[config.mk]
export PLATFORM = sky130hd
export DESIGN_NAME = lps_regs
export DESIGN_NICKNAME = d
export VERILOG_FILES = /design/src/lps_pkg.sv /design/src/lps_regs.sv /design/src/lps_shadow.sv
export SDC_FILE = /design/constraint.sdc
export NUM_CORES = 1
export LEC_CHECK = 0
export BUFFER_PORTS_ARGS = -buffer_cell sky130_fd_sc_hd__clkbuf_2
export CORE_MARGIN = 10
export CORE_UTILIZATION = 55
export CTS_CLUSTER_SIZE = 14
export DETAILED_ROUTE_END_ITERATION = 7
export PLACE_DENSITY = 0.92
export SLEW_MARGIN = 20
export SYNTH_ARGS = -nofsm -noshare
export SYNTH_HDL_FRONTEND = slang
export SYNTH_HIERARCHICAL = 1
export SYNTH_SLANG_ARGS = --single-unit
[constraint.sdc]
create_clock -name CLK -period 1.8 [get_ports CLK]
set_input_delay 0.45 -clock CLK [delete_from_list [all_inputs] [get_ports CLK]]
set_output_delay 0.45 -clock CLK [all_outputs]
set_load 0.05 [all_outputs]
[src/lps_pkg.sv]
// constants, register map and carrier types for the light/proximity register bank
package lps_pkg;
  localparam logic [7:0] ADDR_ANALOG_CONTROL = 8'h0F;
  localparam logic [7:0] ADDR_PART_IDENTIFIER = 8'h12;
  localparam logic [7:0] ADDR_DEVICE_STATUS = 8'h13;
  localparam logic [7:0] ADDR_LIGHT_CH0_LOW = 8'h14;
  localparam logic [7:0] ADDR_LIGHT_CH0_HIGH = 8'h15;
  localparam logic [7:0] ADDR_LIGHT_CH1_LOW = 8'h16;
  localparam logic [7:0] ADDR_LIGHT_CH1_HIGH = 8'h17;
  localparam logic [7:0] ADDR_PROXIMITY_LOW = 8'h18;
  localparam logic [7:0] ADDR_PROXIMITY_HIGH = 8'h19;

  // analog control field positions
  localparam int LED_DRIVE_HI = 7;
  localparam int LED_DRIVE_LO = 6;
  localparam int PROX_DIODE_HI = 5;
  localparam int PROX_DIODE_LO = 4;
  localparam int GAIN_HI = 1;
  localparam int GAIN_LO = 0;

  // device status bit positions
  localparam int STAT_PROX_IRQ = 5;
  localparam int STAT_LIGHT_IRQ = 4;
  localparam int STAT_LIGHT_VALID = 0;

  localparam logic [7:0] ANALOG_CONTROL_RESET = 8'h00;
  localparam logic [7:0] RDATA_UNMAPPED = 8'h00;
  // full trimmed current as a fraction of 128; each drive step halves it
  localparam logic [7:0] LED_CURRENT_FULL = 8'h80;

  // gain multipliers; the top code is reserved and treated as no gain
  localparam logic [4:0] GAIN_X1 = 5'h01;
  localparam logic [4:0] GAIN_X8 = 5'h08;
  localparam logic [4:0] GAIN_X16 = 5'h10;
  localparam logic [4:0] GAIN_RESERVED = 5'h00;

  localparam int NUM_SHADOW = 3;
  localparam int SH_CH0 = 0;
  localparam int SH_CH1 = 1;
  localparam int SH_PROX = 2;

  typedef enum logic [1:0] {
    GAIN_CODE_X1 = 2'b00,
    GAIN_CODE_X8 = 2'b01,
    GAIN_CODE_X16 = 2'b10,
    GAIN_CODE_RSVD = 2'b11
  } lps_gain_e;

  // results and events from the measurement engine, same clock
  typedef struct packed {
    logic [15:0] ch0;
    logic [15:0] ch1;
    logic [15:0] prox;
    logic light_done;
    logic light_valid_clr;
    logic prox_irq;
    logic light_irq;
  } lps_meas_s;

  // settings steering the analog front end
  typedef struct packed {
    logic [7:0] led_current;
    logic [1:0] prox_diode_en;
    logic [4:0] gain_mult;
  } lps_ctrl_s;
endpackage

[src/lps_regs.sv]
`timescale 1ns/10ps
// upper register bank of the light/proximity sensor: control, id, status, results
//
// Behaviour
// - drive field scales LED current by halves
// - diode field picks channel 0, 1, both
// - part identifier at 0x12, read only
// - status at 0x13 is read only
// - status bit 5 shows proximity interrupt
// - status bit 4 shows light interrupt
// - status bit 0 set after integration done
// - light results as low/high byte pairs
// - light low read latches high byte
// - proximity low read latches high byte
module lps_regs #(
  parameter logic [7:0] PART_ID = 8'h5A // arbitrary value
) (
  // clock and reset
  input wire logic CLK,
  input wire logic RESETN,
  // register port from the serial command engine
  input wire logic [7:0] REG_ADDR,
  input wire logic REG_WR,
  input wire logic [7:0] REG_WDATA,
  input wire logic REG_RD,
  output logic [7:0] REG_RDATA,
  output logic REG_RVALID,
  // measurement engine
  input wire lps_pkg::lps_meas_s MEAS,
  // analog front end settings
  output lps_pkg::lps_ctrl_s CTRL
);
  logic [7:0] ctrl_q;
  logic light_valid_q;
  logic [7:0] status_d;
  logic [7:0] rdata_d;
  logic [lps_pkg::NUM_SHADOW-1:0] capture;
  logic [lps_pkg::NUM_SHADOW-1:0][7:0] live_hi;
  logic [lps_pkg::NUM_SHADOW-1:0][7:0] held_hi;
  logic [1:0] led_field;
  lps_pkg::lps_gain_e gain_code;

  always_ff @(posedge CLK or negedge RESETN) begin
    if (!RESETN) begin
      ctrl_q <= lps_pkg::ANALOG_CONTROL_RESET;
    end else if (REG_WR && REG_ADDR == lps_pkg::ADDR_ANALOG_CONTROL) begin
      // reserved bits kept as written; nothing decodes them
      ctrl_q <= REG_WDATA;
    end
  end

  // sticky valid: a completion in the clearing cycle wins
  always_ff @(posedge CLK or negedge RESETN) begin
    if (!RESETN) begin
      light_valid_q <= 1'b0;
    end else if (MEAS.light_done) begin
      light_valid_q <= 1'b1;
    end else if (MEAS.light_valid_clr) begin
      light_valid_q <= 1'b0;
    end
  end

  assign led_field = ctrl_q[lps_pkg::LED_DRIVE_HI:lps_pkg::LED_DRIVE_LO];
  assign gain_code = lps_pkg::lps_gain_e'(ctrl_q[lps_pkg::GAIN_HI:lps_pkg::GAIN_LO]);

  always_ff @(posedge CLK or negedge RESETN) begin
    if (!RESETN) begin
      CTRL <= '0;
    end else begin
      CTRL.led_current <= lps_pkg::LED_CURRENT_FULL >> led_field;
      // code 00 is reserved: no diode rather than a guess
      CTRL.prox_diode_en <= ctrl_q[lps_pkg::PROX_DIODE_HI:lps_pkg::PROX_DIODE_LO];
      case (gain_code)
        lps_pkg::GAIN_CODE_X1: CTRL.gain_mult <= lps_pkg::GAIN_X1;
        lps_pkg::GAIN_CODE_X8: CTRL.gain_mult <= lps_pkg::GAIN_X8;
        lps_pkg::GAIN_CODE_X16: CTRL.gain_mult <= lps_pkg::GAIN_X16;
        default: CTRL.gain_mult <= lps_pkg::GAIN_RESERVED;
      endcase
    end
  end

  always_comb begin
    status_d = 8'h00;
    status_d[lps_pkg::STAT_PROX_IRQ] = MEAS.prox_irq;
    status_d[lps_pkg::STAT_LIGHT_IRQ] = MEAS.light_irq;
    status_d[lps_pkg::STAT_LIGHT_VALID] = light_valid_q;
  end

  // a low-byte read freezes its upper byte for the following high read
  assign live_hi[lps_pkg::SH_CH0] = MEAS.ch0[15:8];
  assign live_hi[lps_pkg::SH_CH1] = MEAS.ch1[15:8];
  assign live_hi[lps_pkg::SH_PROX] = MEAS.prox[15:8];
  assign capture[lps_pkg::SH_CH0] = REG_RD && REG_ADDR == lps_pkg::ADDR_LIGHT_CH0_LOW;
  assign capture[lps_pkg::SH_CH1] = REG_RD && REG_ADDR == lps_pkg::ADDR_LIGHT_CH1_LOW;
  assign capture[lps_pkg::SH_PROX] = REG_RD && REG_ADDR == lps_pkg::ADDR_PROXIMITY_LOW;

  lps_shadow u_shadow (
    .clk(CLK),
    .resetn(RESETN),
    .capture(capture),
    .live_hi(live_hi),
    .held_hi(held_hi)
  );

  always_comb begin
    if (REG_ADDR == lps_pkg::ADDR_ANALOG_CONTROL) begin
      rdata_d = ctrl_q;
    end else if (REG_ADDR == lps_pkg::ADDR_PART_IDENTIFIER) begin
      rdata_d = PART_ID;
    end else if (REG_ADDR == lps_pkg::ADDR_DEVICE_STATUS) begin
      rdata_d = status_d;
    end else if (REG_ADDR == lps_pkg::ADDR_LIGHT_CH0_LOW) begin
      rdata_d = MEAS.ch0[7:0];
    end else if (REG_ADDR == lps_pkg::ADDR_LIGHT_CH0_HIGH) begin
      rdata_d = held_hi[lps_pkg::SH_CH0];
    end else if (REG_ADDR == lps_pkg::ADDR_LIGHT_CH1_LOW) begin
      rdata_d = MEAS.ch1[7:0];
    end else if (REG_ADDR == lps_pkg::ADDR_LIGHT_CH1_HIGH) begin
      rdata_d = held_hi[lps_pkg::SH_CH1];
    end else if (REG_ADDR == lps_pkg::ADDR_PROXIMITY_LOW) begin
      rdata_d = MEAS.prox[7:0];
    end else if (REG_ADDR == lps_pkg::ADDR_PROXIMITY_HIGH) begin
      rdata_d = held_hi[lps_pkg::SH_PROX];
    end else begin
      rdata_d = lps_pkg::RDATA_UNMAPPED;
    end
  end

  always_ff @(posedge CLK or negedge RESETN) begin
    if (!RESETN) begin
      REG_RDATA <= 8'h00;
      REG_RVALID <= 1'b0;
    end else begin
      REG_RVALID <= REG_RD;
      if (REG_RD) begin
        REG_RDATA <= rdata_d;
      end
    end
  end
endmodule // lps_regs

[src/lps_shadow.sv]
`timescale 1ns/10ps
// per-result shadow latches for the upper bytes
module lps_shadow (
  // clock and reset
  input wire logic clk,
  input wire logic resetn,
  // capture strobes and live upper bytes
  input wire logic [lps_pkg::NUM_SHADOW-1:0] capture,
  input wire logic [lps_pkg::NUM_SHADOW-1:0][7:0] live_hi,
  // held upper bytes
  output logic [lps_pkg::NUM_SHADOW-1:0][7:0] held_hi
);
  genvar i;
  generate
    for (i = 0; i < lps_pkg::NUM_SHADOW; i++) begin : g_sh
      always_ff @(posedge clk or negedge resetn) begin
        if (!resetn) begin
          held_hi[i] <= 8'h00;
        end else if (capture[i]) begin
          held_hi[i] <= live_hi[i];
        end
      end
    end
  endgenerate
endmodule // lps_shadow

== After elaboration in Yosys (flattened, before gate mapping) ==
Index checks and enable logic that the tools add are counted.
Widths: inputs -> output; s select.
Word-level totals
  register bits: 57
  output and inout bits: 24
  logic and storage cells: 40
Operators by class
  equality and inequality tests: 11
  shifts and indexed selects: 1
  mux-type cells: 12
  reductions and logical operators: 6
Operator list (count)
  $mux 8: 9
  $eq 8x5->1 const B: 8
  $pmux 5 s3: 1
  $eq 8x4->1 const B: 1
  $shr 8x2->8 const A: 1
  $logic_and 1x1->1: 4
  $eq 2x1->1 const B: 1
  $eq 2x2->1 const B: 1
  $logic_not 2->1: 1
  $mux 1: 2
  $reduce_bool 2->1: 1

== Logic depth before layout (Yosys ltp) ==
  depth after elaboration: 10
  gate-level depth with buffers: 7

== Modules after synthesis ==
The synthesis kept the hierarchy.
By module, submodules not included
  lps_regs: instances 1, cells an instance 191, area each 1919.3 um^2, sequential area each 675.6 um^2
  lps_shadow: instances 1, cells an instance 51, area each 994.7 um^2, sequential area each 600.6 um^2

== Least setup slack after synthesis ==
OpenSTA, ideal clock, no wires.
  path kind: input port to flip-flop
  start: in REG_ADDR[7]
  end: reg u_shadow/held_hi[16] (netlist bit)
  library setup time: 0.125 ns
  arrival: 1.693 ns
  setup slack: -0.018 ns
  stages: 5
  path buffers: 1
  cells stage by stage: nor4b_4 nand2_2 nor4_1 buf_6 mux2_4
On the way
  longest elaborated chain between the ends: 2
RTL lines
  from (decl): line lps_regs.sv:22  | input wire logic [7:0] REG_ADDR,
  $eq 8x5->1: line lps_regs.sv:95  | assign capture[lps_pkg::SH_PROX] = REG_RD && REG_ADDR == lps_pkg::ADDR_PROXIMITY_LOW;
  $logic_and 1x1->1: line lps_regs.sv:95
  named net capture (one bit): line lps_regs.sv:37  | logic [lps_pkg::NUM_SHADOW-1:0] capture;
  to (signal, indexed assignment): line lps_shadow.sv:20  | held_hi[i] <= live_hi[i];
  to (decl): line lps_shadow.sv:11  | output logic [lps_pkg::NUM_SHADOW-1:0][7:0] held_hi
The timed path passes the listed nets, and every way through them passes these cells.
A chain may end at the register's enable or synchronous reset.

== Final worst setup path ==
  start: in REG_ADDR[7]
  end: reg u_shadow/held_hi[6] (netlist bit)
On the way
  longest elaborated chain between the ends: 2
RTL lines
  $eq 8x5->1: line lps_regs.sv:93  | assign capture[lps_pkg::SH_CH0] = REG_RD && REG_ADDR == lps_pkg::ADDR_LIGHT_CH0_LOW;
  $logic_and 1x1->1: line lps_regs.sv:93
  named net capture (one bit): line lps_regs.sv:37
The timed path passes the listed nets, and every way through them passes these cells.

==> impl_results.html <==
<table>
<tr><th>Metric</th><th>Value</th></tr>
<tr><th colspan="2">Setup path</th></tr>
<tr><td>Largest fanout on the critical path</td><td>8</td></tr>
<tr><td>Worst setup path endpoint</td><td>u_shadow/held_hi[6]</td></tr>
<tr><td>Number of cells traversed by the worst register-to-register path</td><td>5</td></tr>
<tr><td>Crit path required time</td><td>1.99 ns</td></tr>
<tr><td>Setup crit end kind</td><td>flip-flop</td></tr>
<tr><td>Endpoint of the most critical register-to-register path</td><td>REG_RDATA[6]</td></tr>
<tr><td>Startpoint Class</td><td>input pin</td></tr>
<tr><td>Type of the worst setup path</td><td>input pin to flip-flop</td></tr>
<tr><td>Register-to-register setup slack</td><td>0.42 ns</td></tr>
<tr><td>Timing startpoint of the critical path</td><td>REG_ADDR[7]</td></tr>
<tr><td>Arrival time worst endpoint</td><td>1.79 ns</td></tr>
<tr><td>Launch point of the worst reg-to-reg path</td><td>u_shadow/held_hi[14]</td></tr>
<tr><th colspan="2">Clock network</th></tr>
<tr><td>Cts-stage hold buffer count</td><td>0</td></tr>
<tr><td>TritonCTS sink count</td><td>51</td></tr>
<tr><td># Post-CTS Setup Buffers</td><td>0</td></tr>
<tr><td>Clock network latency to the later pin of the worst-skew pair</td><td>0.31 ns</td></tr>
<tr><td>Clock tree from TritonCTS</td><td>yes</td></tr>
<tr><td>Clock-pin slew on the worst setup and hold paths</td><td>0.08 ns</td></tr>
<tr><td>H-tree level count</td><td>2</td></tr>
<tr><td>Number of clock buffers inserted by TritonCTS</td><td>5</td></tr>
<tr><td>Max Buffers Root-to-Sink</td><td>2</td></tr>
<tr><td>Number of gates resized after CTS</td><td>0</td></tr>
<tr><td>Root buffer selected by CTS</td><td>clkbuf_8</td></tr>
<tr><th colspan="2">Power and ir drop</th></tr>
<tr><td>Pwr/cell area</td><td>646 nW/µm²</td></tr>
<tr><td>Maximum resistive drop on vdd</td><td>0.000454 V</td></tr>
<tr><td>Leakage dissipation</td><td>1.82 nW</td></tr>
<tr><td>Post-layout power</td><td>0.00229 W</td></tr>
<tr><th colspan="2">Routing</th></tr>
<tr><td>Antenna violation net count after detailed routing</td><td>0</td></tr>
<tr><td>Average wire per standard cell</td><td>18.5 µm</td></tr>
<tr><td>Via-to-Cell Ratio</td><td>5.62</td></tr>
<tr><td>Number of optimization iterations in the first detailed-route pass</td><td>4</td></tr>
<tr><td>Violation count after the first detailed-routing iteration</td><td>164</td></tr>
<tr><td>Via count</td><td>2319</td></tr>
<tr><td>Detailed-route DRC error count</td><td>0</td></tr>
<tr><td>Aggregate routed wire length</td><td>7650 µm</td></tr>
<tr><th colspan="2">Global route</th></tr>
<tr><td>Met3 track utilization from global routing</td><td>6.86%</td></tr>
<tr><td>Maximum number of pins on one net before global-route repair</td><td>52</td></tr>
<tr><td>Met2 usage in global routing</td><td>30.4%</td></tr>
<tr><td>Met1 track utilization from global routing</td><td>20.5%</td></tr>
<tr><td>Overflow left after global routing</td><td>0</td></tr>
<tr><td>Initial antenna violation count</td><td>0</td></tr>
<tr><td>Wire length of the first global-routing pass</td><td>12400 µm</td></tr>
<tr><td>Gr usage total</td><td>17.9%</td></tr>
<tr><td>Highest-utilization routing layer at the global route stage</td><td>met2</td></tr>
<tr><td>Vias in the first global route</td><td>2472</td></tr>
<tr><th colspan="2">Logic synthesis</th></tr>
<tr><td>Synth Instances</td><td>242</td></tr>
<tr><td>Warnings from Yosys</td><td>6</td></tr>
<tr><td>Fraction of registers with async set/reset</td><td>100%</td></tr>
<tr><td>Top flip-flop cell by instance count after synthesis</td><td>dfrtp_1</td></tr>
<tr><td>FF+latch count, synth</td><td>51</td></tr>
<tr><td>Mean area per synthesized cell</td><td>12.0 µm²</td></tr>
<tr><td>Sequential area share after synthesis</td><td>43.8%</td></tr>
<tr><td>Largest cells by area after synthesis</td><td>dfrtp_1 (44%), mux2_4 (16%), mux2i_1 (3.4%)</td></tr>
<tr><td>Area share of the largest cell type after synthesis</td><td>43.8%</td></tr>
<tr><td>Largest area contributor in the synthesized netlist</td><td>dfrtp_1</td></tr>
<tr><td>Synthesized area</td><td>2910 µm²</td></tr>
<tr><td>Number of enable-type register cells in the synthesized netlist</td><td>0</td></tr>
<tr><td>Unique cell type count in the Yosys netlist</td><td>57</td></tr>
<tr><th colspan="2">STA</th></tr>
<tr><td>Min Clock Period, post-route</td><td>1.60 ns</td></tr>
<tr><td>Max-slew violations</td><td>0</td></tr>
<tr><td>Achievable Freq</td><td>627 MHz</td></tr>
<tr><td>Worst hold slack after final layout</td><td>0.126 ns</td></tr>
<tr><td>Hold violation count in the final report</td><td>0</td></tr>
<tr><td>Final worst setup slack</td><td>0.205 ns</td></tr>
<tr><td>Worst clock skew</td><td>0.00908 ns</td></tr>
<tr><td>Setup-violating endpoint count in the final report</td><td>0</td></tr>
<tr><td>RSZ-0062 raised after global routing</td><td>false</td></tr>
<tr><td>Share of the cycle needed by the critical path after routing</td><td>88.6%</td></tr>
<tr><th colspan="2">Floorplanning</th></tr>
<tr><td>Die footprint</td><td>8610 µm²</td></tr>
<tr><td>Chip Height</td><td>92.8 µm</td></tr>
<tr><td>Row Count</td><td>26</td></tr>
<tr><td>Boundary Pins</td><td>96</td></tr>
<tr><td>Die Width</td><td>92.8 µm</td></tr>
<tr><td>Core outline area</td><td>5110 µm²</td></tr>
<tr><td>Effective utilization at floorplan</td><td>57.1%</td></tr>
<tr><th colspan="2">Job</th></tr>
<tr><td>MaxCap Viol Count</td><td>0</td></tr>
<tr><th colspan="2">Placed design</th></tr>
<tr><td>Weighted congestion at the end of routability-driven global placement</td><td>0.905</td></tr>
<tr><td>Pre-CTS setup slack</td><td>-0.105 ns</td></tr>
<tr><td>Cell count after placement</td><td>407</td></tr>
<tr><td>Post-detail-place hpwl</td><td>6170 µm</td></tr>
<tr><td>Number of input and output port buffers inserted</td><td>89</td></tr>
<tr><th colspan="2">Outcome</th></tr>
<tr><td>Status</td><td>complete, no violations</td></tr>
<tr><th colspan="2">Layout</th></tr>
<tr><td>Fill cell total of the finished layout</td><td>375</td></tr>
<tr><td>Most frequent cells in the layout</td><td>clkbuf_2 (89), dfrtp_1 (51), mux2_4 (32)</td></tr>
<tr><td>Number of inserted diodes</td><td>0</td></tr>
<tr><td>Post-layout utilization of the core</td><td>69.5%</td></tr>
<tr><td>Number of nets in the layout</td><td>416</td></tr>
<tr><td>Most common cell after layout, fill and taps aside</td><td>clkbuf_2</td></tr>
<tr><td>Share of post-route cells with drive strength above 1</td><td>49.3%</td></tr>
<tr><td>Layout overhead on the synthesized area</td><td>21.9%</td></tr>
<tr><td>Non-Filler Instances</td><td>413</td></tr>
<tr><th colspan="2">Hold path</th></tr>
<tr><td>Worst min-delay path class</td><td>input pin to async pin</td></tr>
</table>
## sequential cells by signal, summed over array words and instances (netlist names)
register and count:
REG_RDATA 8, u_shadow/held_hi 24, light_valid_q 1, ctrl_q 8
REG_RVALID 1, CTRL 9
## worst max-delay path, stage by stage
cell      delay, ns
clkbuf_2       0.11
nor4b_4        0.31
nand2_2        0.14
nor3_1         0.22
buf_4          0.24
mux2_4         0.31
## routing by layer
layer | wire length, µm | vias to the layer above | part of all wire (%)
met3 | 625 | 20 | 8.2
met4 | 149 | 0 | 1.9
met1 | 3150 | 1110 | 41
met5 | 0 | - | 0
li1 | - | 1084 | -
met2 | 3730 | 105 | 49
## power breakdown
group	internal (W)	switching, W	leakage, nW
sequential	0.00120	0.0000347	0.689
combinational	0.000198	0.000256	1.09
clock	0.000260	0.000349	0.0371
total	0.00165	0.000640	1.82
## final cells by class
class / count / area [µm²] / area share (%)
multi-input combinational: 173 / 1480 / 41.5
sequential: 51 / 1280 / 35.9
timing repair buffer: 110 / 628 / 17.7
tap: 70 / 87.6 / 2.47
clock buffer: 6 / 72.6 / 2.04
inverter: 3 / 11.3 / 0.317
## cell families (layout without fill, tap and decap cells)
logic type	count (synthesis)	after routing	synth area share (%)
other cells	1	6	0.129
buf+inv	23	119	6.44
mux	48	48	22.2
simple gates	68	68	14.4
compound gates	51	51	13.0
flops	51	51	43.8
## cell usage after synthesis (all sizes together) (2+ instances only)
| master | instances |
|---|---|
| inv | 3 |
| nor3 | 5 |
| nor2 | 7 |
| nand2 | 17 |
| a22oi | 2 |
| and2 | 2 |
| a31oi | 2 |
| nor2b | 5 |
| nand3 | 13 |
| mux2 | 38 |
| nand2b | 5 |
| o21ai | 8 |
| a21o | 2 |
| o211ai | 3 |
| a21oi | 13 |
| o31ai | 3 |
| a32oi | 2 |
| dfrtp | 51 |
| mux2i | 10 |
| o221ai | 4 |
| and3 | 4 |
| nor4 | 2 |
| o311a | 2 |
| a22o | 2 |
| and2b | 2 |
| buf | 20 |
## per-stage QoR
step,area [µm²],setup TNS (ns)
2_1_floorplan,2940,0
3_3_place_gp,3480,-1.65
3_5_place_dp,3480,-1.91
4_1_cts,3550,0
5_1_grt,3550,0
6_report,3550,0
## how the worst min path moves through the flow
stage	end	cells after the start
6_report	REG_RVALID	2
5_1_grt	u_shadow/held_hi[23]	2
4_1_cts	u_shadow/held_hi[19]	2
3_5_place_dp	CTRL[6]	0
3_3_place_gp	CTRL[6]	0
2_1_floorplan	CTRL[0]	0
Power figures use the tool's default switching activity.
